### config.mk
export PLATFORM = sky130hd
export DESIGN_NAME = frpg_top
export DESIGN_NICKNAME = d
export VERILOG_FILES = /design/src/design/frpg_delay_timer.v /design/src/design/frpg_power_ok.v /design/src/design/frpg_top.v
export VERILOG_INCLUDE_DIRS = /design/src /design/src/design
export SDC_FILE = /design/constraint.sdc
export NUM_CORES = 1
export LEC_CHECK = 0
export BUFFER_PORTS_ARGS = -buffer_cell sky130_fd_sc_hd__buf_4
export CAP_MARGIN = 20
export CORE_AREA = 2 2 160 162
export DETAILED_ROUTE_END_ITERATION = 12
export DIE_AREA = 0 0 162 164
export GPL_ROUTABILITY_DRIVEN = 0
export REMOVE_ABC_BUFFERS = 1
export SLEW_MARGIN = 40
export SYNTH_ARGS = -nofsm -noshare
export SYNTH_HDL_FRONTEND = slang
export SYNTH_SLANG_ARGS = --single-unit
### constraint.sdc
create_clock -name clk_sys -period 16.15 [get_ports clk_sys]
set_input_delay 2.4225 -clock clk_sys [delete_from_list [all_inputs] [get_ports clk_sys]]
set_output_delay 2.4225 -clock clk_sys [all_outputs]
set_load 0.05 [all_outputs]
### src/design/frpg_map.vh
// Constants for the fault retry and power-ok block.
// Assumes a front end that decodes management transfers to command codes.
// Summary of operation
// - Retry field values two through six give exactly that many restart attempts.
// - When all permitted attempts fail, output stays off until fault cleared.
// - Spacing between attempt starts equals decoded delay count times delay unit.
// - Retry field all ones retries without any limit.
// - Unlimited retry ends on command off, bias loss or another shutdown.
// - Delay field decodes 0..7 to 1,2,(4),8,16,32,64,128 delay units.
// - Same decoded delay sets how long operation continues after a fault.
// - Delay unit length comes from a separate configuration input.
// - Power-ok asserts once output voltage reaches the assert threshold.
// - Power-ok pin negates below negate threshold only when pin function enabled.
// - Output voltage below negate threshold sets the power-ok status bit.
// - Both thresholds are read and written with word transfers.
// - Retry field zero means no restart; output stays off until cleared.
// - Response value binary ten disables output then follows retry setting.
// - Latched fault clears by bit clear, clear command, reset, off-on, bias loss.
`ifndef FRPG_MAP_VH
`define FRPG_MAP_VH

// Command codes of the threshold settings
`define FRPG_CMD_POK_ASSERT 8'h5e
`define FRPG_CMD_POK_NEGATE 8'h5f

// Threshold reset values
`define FRPG_POK_ASSERT_RST 16'h0000
`define FRPG_POK_NEGATE_RST 16'h0000

// Fault response byte fields
`define FRPG_RESP_HI 7
`define FRPG_RESP_LO 6
`define FRPG_RETRY_HI 5
`define FRPG_RETRY_LO 3
`define FRPG_DELAY_HI 2
`define FRPG_DELAY_LO 0

// Response encodings
`define FRPG_RESP_IGNORE 2'h0
`define FRPG_RESP_CONTINUE 2'h1
`define FRPG_RESP_RETRY 2'h2
`define FRPG_RESP_LATCH 2'h3

// Retry field special values
`define FRPG_RETRY_NONE 3'h0
`define FRPG_RETRY_FOREVER 3'h7

// Power-ok enable bit in the pin function configuration
`define FRPG_PINCFG_POK_EN 0

`endif

### src/design/frpg_delay_timer.v
// Delay timer: decoded multiplier times delay unit, in clk_sys cycles.
// Assumes the unit length input is stable while a delay runs.
`timescale 1ns/1ps
module frpg_delay_timer #(
    parameter UNIT_W = 16
)
(
    input wire clk_sys,
    input wire sys_rst,
    input wire start,
    input wire [2:0] delay_code,
    input wire [UNIT_W-1:0] unit_cycles,
    output wire expired
);
    localparam CNT_W = UNIT_W + 8;

    reg [CNT_W-1:0] cnt_q;
    reg run_q;
    wire [CNT_W-1:0] total;
    wire [UNIT_W-1:0] unit_safe;

    function [7:0] frpg_mult;
        input [2:0] code;
        begin
            case (code)
                3'h0: frpg_mult = 8'h01;
                3'h1: frpg_mult = 8'h02;
                3'h2: frpg_mult = 8'h04;
                3'h3: frpg_mult = 8'h08;
                3'h4: frpg_mult = 8'h10;
                3'h5: frpg_mult = 8'h20;
                3'h6: frpg_mult = 8'h40;
                default: frpg_mult = 8'h80;
            endcase
        end
    endfunction

    // A zero unit would never expire; treat it as one cycle
    assign unit_safe = (unit_cycles == {UNIT_W{1'b0}}) ?
        {{(UNIT_W-1){1'b0}}, 1'b1} : unit_cycles;
    assign total = frpg_mult(delay_code) * unit_safe;
    assign expired = run_q && (cnt_q == {CNT_W{1'b0}});

    always @(posedge clk_sys or posedge sys_rst)
    begin
        if (sys_rst)
        begin
            cnt_q <= {CNT_W{1'b0}};
            run_q <= 1'b0;
        end
        else if (start)
        begin
            cnt_q <= total - {{(CNT_W-1){1'b0}}, 1'b1};
            run_q <= 1'b1;
        end
        else if (cnt_q != {CNT_W{1'b0}})
        begin
            cnt_q <= cnt_q - {{(CNT_W-1){1'b0}}, 1'b1};
        end
    end
endmodule // frpg_delay_timer

### src/design/frpg_power_ok.v
// Power-ok comparator with hysteresis between two thresholds.
// Assumes vout is a sampled code in the same format as the thresholds.
`timescale 1ns/1ps
module frpg_power_ok (
    input wire clk_sys,
    input wire sys_rst,
    input wire [15:0] vout,
    input wire [15:0] assert_thr,
    input wire [15:0] negate_thr,
    output reg good_q,
    output wire below_negate
);
    wire reach_assert;

    assign reach_assert = (vout >= assert_thr);
    assign below_negate = (vout < negate_thr);

    always @(posedge clk_sys or posedge sys_rst)
    begin
        if (sys_rst)
        begin
            good_q <= 1'b0;
        end
        else if (below_negate)
        begin
            // Negate wins if thresholds are programmed crossed
            good_q <= 1'b0;
        end
        else if (reach_assert)
        begin
            good_q <= 1'b1;
        end
    end
endmodule // frpg_power_ok

### src/design/frpg_top.v
// Fault retry sequencer and power-ok logic of a managed converter.
// Assumes decoded management transfers and pulsed fault inputs on clk_sys.
`timescale 1ns/1ps
`include "frpg_map.vh"
module frpg_top #(
    parameter UNIT_W = 16
)
(
    input wire clk_sys,
    input wire sys_rst,
    input wire cmd_valid,
    input wire cmd_write,
    input wire cmd_word,
    input wire [7:0] cmd_code,
    input wire [15:0] cmd_wdata,
    output reg cmd_ack_q,
    output reg cmd_nack_q,
    output reg [15:0] cmd_rdata_q,
    input wire [7:0] fault_response,
    input wire [UNIT_W-1:0] delay_unit_cycles,
    input wire [7:0] pin_function_config,
    input wire fault_event,
    input wire fault_present,
    input wire restart_done,
    input wire bit_clear,
    input wire clear_faults,
    input wire output_cmd_on,
    input wire bias_lost,
    input wire other_shutdown,
    input wire [15:0] vout,
    output reg output_enable_q,
    output reg fault_latched_q,
    output reg [2:0] seq_state_q,
    output reg [7:0] attempts_q,
    output wire power_ok_pin,
    output reg power_ok_status_q
);
    localparam ST_OFF = 3'h0;
    localparam ST_RUN = 3'h1;
    localparam ST_CONT = 3'h2;
    localparam ST_WAIT = 3'h3;
    localparam ST_TRY = 3'h4;
    localparam ST_LATCH = 3'h5;

    reg [15:0] pok_assert_q;
    reg [15:0] pok_negate_q;
    reg [2:0] state_d;
    reg [7:0] attempts_d;
    reg timer_start;
    reg [2:0] retry_set_q;
    reg [2:0] delay_set_q;
    wire [1:0] resp_mode;
    wire timer_expired;
    wire pok_good;
    wire pok_below;
    wire clear_req;
    wire stop_req;
    wire retry_left;
    wire [2:0] delay_use;

    assign resp_mode = fault_response[`FRPG_RESP_HI:`FRPG_RESP_LO];

    // Settings captured at fault entry so a mid-sequence rewrite is not
    // mixed into a running sequence
    always @(posedge clk_sys or posedge sys_rst)
    begin
        if (sys_rst)
        begin
            retry_set_q <= `FRPG_RETRY_NONE;
            delay_set_q <= 3'h0;
        end
        else if (fault_event && (seq_state_q == ST_RUN))
        begin
            retry_set_q <= fault_response[`FRPG_RETRY_HI:`FRPG_RETRY_LO];
            delay_set_q <= fault_response[`FRPG_DELAY_HI:`FRPG_DELAY_LO];
        end
    end

    // Threshold settings, word transfers only
    always @(posedge clk_sys or posedge sys_rst)
    begin
        if (sys_rst)
        begin
            pok_assert_q <= `FRPG_POK_ASSERT_RST;
            pok_negate_q <= `FRPG_POK_NEGATE_RST;
            cmd_ack_q <= 1'b0;
            cmd_nack_q <= 1'b0;
            cmd_rdata_q <= 16'h0000;
        end
        else
        begin
            cmd_ack_q <= 1'b0;
            cmd_nack_q <= 1'b0;
            if (cmd_valid)
            begin
                if (!cmd_word)
                begin
                    // Byte transfers to word settings are refused
                    cmd_nack_q <= 1'b1;
                end
                else if (cmd_code == `FRPG_CMD_POK_ASSERT)
                begin
                    cmd_ack_q <= 1'b1;
                    if (cmd_write)
                    begin
                        pok_assert_q <= cmd_wdata;
                    end
                    else
                    begin
                        cmd_rdata_q <= pok_assert_q;
                    end
                end
                else if (cmd_code == `FRPG_CMD_POK_NEGATE)
                begin
                    cmd_ack_q <= 1'b1;
                    if (cmd_write)
                    begin
                        pok_negate_q <= cmd_wdata;
                    end
                    else
                    begin
                        cmd_rdata_q <= pok_negate_q;
                    end
                end
                else
                begin
                    cmd_nack_q <= 1'b1;
                end
            end
        end
    end

    frpg_power_ok u_pok (
        .clk_sys(clk_sys),
        .sys_rst(sys_rst),
        .vout(vout),
        .assert_thr(pok_assert_q),
        .negate_thr(pok_negate_q),
        .good_q(pok_good),
        .below_negate(pok_below)
    );

    // Pin only carries the function when the config enables it
    assign power_ok_pin = pok_good &&
        pin_function_config[`FRPG_PINCFG_POK_EN];

    // Sticky; a new drop in the clear cycle still sets it
    always @(posedge clk_sys or posedge sys_rst)
    begin
        if (sys_rst)
        begin
            power_ok_status_q <= 1'b0;
        end
        else if (pok_below)
        begin
            power_ok_status_q <= 1'b1;
        end
        else if (clear_faults || bit_clear || bias_lost)
        begin
            power_ok_status_q <= 1'b0;
        end
    end

    // A start from run shares its edge with the capture: use the live field
    assign delay_use = (seq_state_q == ST_RUN) ?
        fault_response[`FRPG_DELAY_HI:`FRPG_DELAY_LO] : delay_set_q;

    frpg_delay_timer #(
        .UNIT_W(UNIT_W)
    ) u_timer (
        .clk_sys(clk_sys),
        .sys_rst(sys_rst),
        .start(timer_start),
        .delay_code(delay_use),
        .unit_cycles(delay_unit_cycles),
        .expired(timer_expired)
    );

    assign clear_req = bit_clear || clear_faults;
    assign stop_req = !output_cmd_on || bias_lost;
    // Unlimited retry keeps going; otherwise compare against the field
    assign retry_left = (retry_set_q == `FRPG_RETRY_FOREVER) ||
        (attempts_q < {5'h00, retry_set_q});

    always @*
    begin
        state_d = seq_state_q;
        attempts_d = attempts_q;
        timer_start = 1'b0;
        case (seq_state_q)
            ST_OFF:
            begin
                attempts_d = 8'h00;
                if (output_cmd_on && !bias_lost)
                begin
                    state_d = ST_RUN;
                end
            end
            ST_RUN:
            begin
                attempts_d = 8'h00;
                if (fault_event)
                begin
                    case (resp_mode)
                        `FRPG_RESP_CONTINUE:
                        begin
                            state_d = ST_CONT;
                            timer_start = 1'b1;
                        end
                        `FRPG_RESP_RETRY:
                        begin
                            state_d = ST_WAIT;
                            timer_start = 1'b1;
                        end
                        `FRPG_RESP_LATCH:
                        begin
                            state_d = ST_LATCH;
                        end
                        default:
                        begin
                            state_d = ST_RUN;
                        end
                    endcase
                end
            end
            ST_CONT:
            begin
                if (timer_expired)
                begin
                    if (fault_present)
                    begin
                        state_d = ST_WAIT;
                        timer_start = 1'b1;
                    end
                    else
                    begin
                        state_d = ST_RUN;
                    end
                end
            end
            ST_WAIT:
            begin
                if (timer_expired)
                begin
                    if (retry_left)
                    begin
                        state_d = ST_TRY;
                        attempts_d = attempts_q + 8'h01;
                        // Spacing measured start to start
                        timer_start = 1'b1;
                    end
                    else
                    begin
                        state_d = ST_LATCH;
                    end
                end
            end
            ST_TRY:
            begin
                if (fault_event)
                begin
                    state_d = ST_WAIT;
                end
                else if (restart_done)
                begin
                    state_d = ST_RUN;
                end
            end
            ST_LATCH:
            begin
                if (clear_req)
                begin
                    state_d = ST_OFF;
                end
            end
            default:
            begin
                state_d = ST_OFF;
            end
        endcase
        // Command off or bias loss override all; another shutdown latches from any state but off
        if (stop_req)
        begin
            state_d = ST_OFF;
            attempts_d = 8'h00;
        end
        else if (other_shutdown && (seq_state_q != ST_OFF))
        begin
            state_d = ST_LATCH;
        end
    end

    always @(posedge clk_sys or posedge sys_rst)
    begin
        if (sys_rst)
        begin
            seq_state_q <= ST_OFF;
            attempts_q <= 8'h00;
            output_enable_q <= 1'b0;
            fault_latched_q <= 1'b0;
        end
        else
        begin
            seq_state_q <= state_d;
            // Saturate rather than wrap in unlimited mode
            if (attempts_d != 8'h00 || state_d != ST_TRY)
            begin
                attempts_q <= (attempts_q == 8'hff &&
                    attempts_d == 8'h00 && state_d == ST_TRY) ?
                    8'hff : attempts_d;
            end
            output_enable_q <= (state_d == ST_RUN) ||
                (state_d == ST_CONT) || (state_d == ST_TRY);
            fault_latched_q <= (state_d == ST_LATCH);
        end
    end
endmodule // frpg_top

==> summary.txt <==
Floorplan
  – Die area: 26570 µm²
  – Core Region: ~25000 µm²
  – Starting density of the core: 0.4048
  – I/O pin count: 118
  – Cell Rows: 58
  – Chip width: roughly 160 µm
  – Chip height: between 150 and 200 µm

Power and ir drop
  – Pwr Total: 2.041 mW
  – P per Cell Area: between 150 and 200 nW/µm²
  – Maximum vdd ir drop: ~0.093 mV
  – Leakage: between 5 and 6 nW

Setup path
  – Crit. End Element: flip-flop
  – CP Max Fanout: 15
  – Critical path depth: 21
  – Worst Setup SP: fault_response[1]
  – CP Buf/Inv Count: 4
  – R2r startpoint: seq_state_q[0]
  – Startpoint types: input port
  – Top delay family on crit path: adder cells
  – R2R cell count: 22
  – CP most frequent cell: fa_1
  – Largest stage delay on the critical path: between 0.6 and 0.7 ns
  – Worst EP required: about 16 ns
  – Crit-path cells: buf_4 > mux2i_1 > nand2b_1 > nor2_2 > nand2_1 > fa_1 > inv_1 > fa_1 > fa_1 > inv_1 > fa_1 > inv_1 > ha_1 > o21ai_0 > o2bb2ai_1 > a21oi_1 > a221oi_1 > o21ai_0 > a31oi_1 > xor2_1 > mux2i_1
  – Crit path kind: in2reg
  – CP arrival: 8.49 ns
  – Critical Path Sink: u_timer.cnt_q[22]
  – FF-to-FF End: u_timer.cnt_q[22]
  – Crit-path slowest cell: a221oi_1
  – FF-to-FF setup slack: 8.59 ns

Place
  – IO buf count: 110
  – Hpwl dp: about 17000 µm

Synthesis
  – Syn avg cell area: 8.586 µm²
  – Sequential area share after synthesis: 0.2391
  – Post-synth cell types: 62
  – Synth top area share: 0.2391
  – Yosys warnings: 0
  – Area contributors post-synth: dfrtp_1 24%, fa_1 18%, ha_1 11%, inv_1 7.1%, nand2_1 5.9%
  – Async set-reset flop share out of synthesis: 1.000
  – Ys flop type: dfrtp_1
  – Syn Std Cell Area: 10050 µm²
  – Largest area contributor in the netlist: dfrtp_1
  – Seq cells post-synth: 96
  – EDFF count, synth: 0
  – Cell count after synthesis: 1170

Timing
  – RSZ-0062 raised after global routing: no
  – Final setup viols: 0
  – F_max: roughly 0.12 GHz
  – Min Hold Slack: 0.4698 ns
  – Final worst path period share: 0.5127
  – Max_slew headroom: 0.4529
  – Slew @ Worst Pin: 0.8121 ns
  – Number of hold violations in the final report: 0
  – Final Max Tran Viols: 0
  – Post-route setup TNS: 0 ns
  – Skew final: 0.008869 ns
  – Final min period: approximately 8.3 ns

Clock tree
  – Reg clk slew, reported paths: 0.06 ns
  – CTS tree: yes
  – Clock Tree Buf Depth: 2
  – Htree depth: 3
  – Sink count of the clock tree: 96
  – Num CTS Buffers: 9
  – Post-cts hold buffer count: 0
  – Post-CTS setup buffer count: 0
  – Clk_lat worst skew: roughly 0.35 ns
  – Root Driver: clkbuf_16
  – Post-CTS sizing: 0

Finish
  – Diodes inserted: 0
  – Fillers: between 2000 and 2500
  – Final #Nets: 1518
  – Register area: ~2400 µm²
  – Layout cells sized above 1: 0.1368
  – Multi-input gate area: 6810 µm²
  – Area growth from synthesis to layout: 14.95%

Run
  – Max Cap Viol: 0

Routing
  – Drt drc: 0
  – Routed WL: approximately 22000 µm
  – Average wire per standard cell: 13.84 µm
  – Antenna viol nets, final: 0
  – Vias: between 8000 and 9000
  – DR iter-0 viols: roughly 370
  – DRT Pass-1 Iters: 7
  – Via/cell ratio: 5.055

Global routing
  – GRT overflow: 0
  – GRT Util Overall: 0.1744
  – Initial antenna violation count: 0
  – Number of global-route vias before repair: 7930
  – First-pass GRT wire length: approximately 38000 µm
  – Largest net degree at the start of global routing: 77

Outcome
  – Status: finished, final reports clean

Worst hold path
  – HP Class: reg2reg
  – Hold depth: 1
-- cells by family (layout without fill, tap and decap cells) --
family | Yosys count | after routing | share of synthesized area
AOI/OAI and AO/OA | 207 | 207 | 0.1297
xor gates and xnor gates | 37 | 37 | 0.03226
adders and majority gates | 181 | 181 | 0.2919
buffers and inverters | 237 | 324 | 0.08893
DFF | 96 | 96 | 0.2391
muxes | 34 | 34 | 0.03512
and+or+nand+nor | 378 | 378 | 0.1830
-- layer usage --
layer  share of wire  track usage
met5               0            0
met4           0.011      0.04747
met3           0.035      0.01237
met2            0.45       0.2816
met1            0.51       0.2543
-- sequential cells by signal (all words and copies together) (netlist names) --
| name | flops |
|---|---|
| attempts_q | 8 |
| cmd_ack_q | 1 |
| cmd_nack_q | 1 |
| cmd_rdata_q | 16 |
| delay_set_q | 3 |
| fault_latched_q | 1 |
| output_enable_q | 1 |
| pok_assert_q | 16 |
| pok_negate_q | 16 |
| power_ok_status_q | 1 |
| retry_set_q | 3 |
| seq_state_q | 3 |
| u_pok.good_q | 1 |
| u_timer.cnt_q | 24 |
| u_timer.run_q | 1 |
-- synth_stat cells, types with 9 or more instances --
| library cell | count |
|---|---|
| mux2_2 | 10 |
| nand3_1 | 20 |
| nand4_1 | 10 |
| xor2_1 | 21 |
| clkbuf_1 | 37 |
| dfrtp_1 | 96 |
| mux2i_1 | 24 |
| nand2_1 | 158 |
| fa_1 | 89 |
| inv_1 | 189 |
| xnor2_1 | 16 |
| o21ai_0 | 69 |
| nor2_1 | 56 |
| nand2b_1 | 9 |
| a31oi_1 | 14 |
| a21o_1 | 14 |
| nor3_1 | 28 |
| nor4_1 | 9 |
| ha_1 | 92 |
| and2_1 | 46 |
| a21oi_1 | 54 |
-- layout by cell type, fill, tap and decap left out, drive strengths merged, types with 10 or more instances in the layout --
cell | synthesis | final
and2 | 46 | 46
mux2i | 24 | 24
xor2 | 21 | 21
nor3 | 29 | 29
nand3 | 21 | 21
nor2 | 56 | 56
buf | 11 | 119
a31oi | 14 | 14
nand4 | 10 | 10
fa | 89 | 89
inv | 189 | 189
o21ai | 71 | 71
ha | 92 | 92
xnor2 | 16 | 16
nand2 | 158 | 158
mux2 | 10 | 10
clkbuf | 37 | 10
a21oi | 54 | 54
dfrtp | 96 | 96
nor4 | 11 | 11
a21o | 14 | 14
-- through the flow --
stage	instance area, µm²	instances	setup slack [ns]	utilization
after floorplan	9862	1122	8.416	-
after global placement	11190	1571	7.370	0.4508
after detailed placement	11230	1571	7.477	0.4523
after CTS	11540	1587	7.844	0.4649
after global routing	11550	1587	7.434	0.4653
final	11550	1587	7.869	0.4653
-- worst reg2reg max path, cell delays in order, from the launching register on --
cell and delay (ns):
dfrtp_1 0.59, inv_1 0.23, nor3_2 0.53, mux2i_1 0.64
nand2b_1 0.25, nor2_2 0.60, nand2_1 0.17, fa_1 0.53
inv_1 0.05, fa_1 0.46, fa_1 0.49, inv_1 0.05
fa_1 0.52, inv_1 0.04, ha_1 0.36, o21ai_0 0.27
o2bb2ai_1 0.15, a21oi_1 0.10, a221oi_1 0.67, o21ai_0 0.21
a31oi_1 0.23, xor2_1 0.18, mux2i_1 0.09
-- power breakdown --
group | switching (mW) | internal [mW] | leakage, nW | total [mW]
Combinational | 0.862 | 0.636 | 4.40 | 1.50
Clock | 0.0924 | 0.135 | 0.156 | 0.228
Sequential | 0.0354 | 0.280 | 1.11 | 0.316
-- area by class of cell --
type	count	area share
timing repair buffer	119	0.07769
tap	330	0.03576
inverter	189	0.06165
clock inverter	6	0.007260
multi-input combinational	837	0.5898
clock buffer	10	0.01983
sequential	96	0.2080
-- worst min path at each step --
stage / startpoint / to / slack [ns]
detailed placement: u_timer.run_q / u_timer.run_q / 0.45
global route: u_timer.run_q / u_timer.run_q / 0.50
floorplan: u_timer.run_q / u_timer.run_q / 0.44
global placement: u_timer.run_q / u_timer.run_q / 0.46
CTS: u_timer.run_q / u_timer.run_q / 0.48
finish: u_timer.run_q / u_timer.run_q / 0.47
No activity file was read; power rests on OpenSTA's default activity.
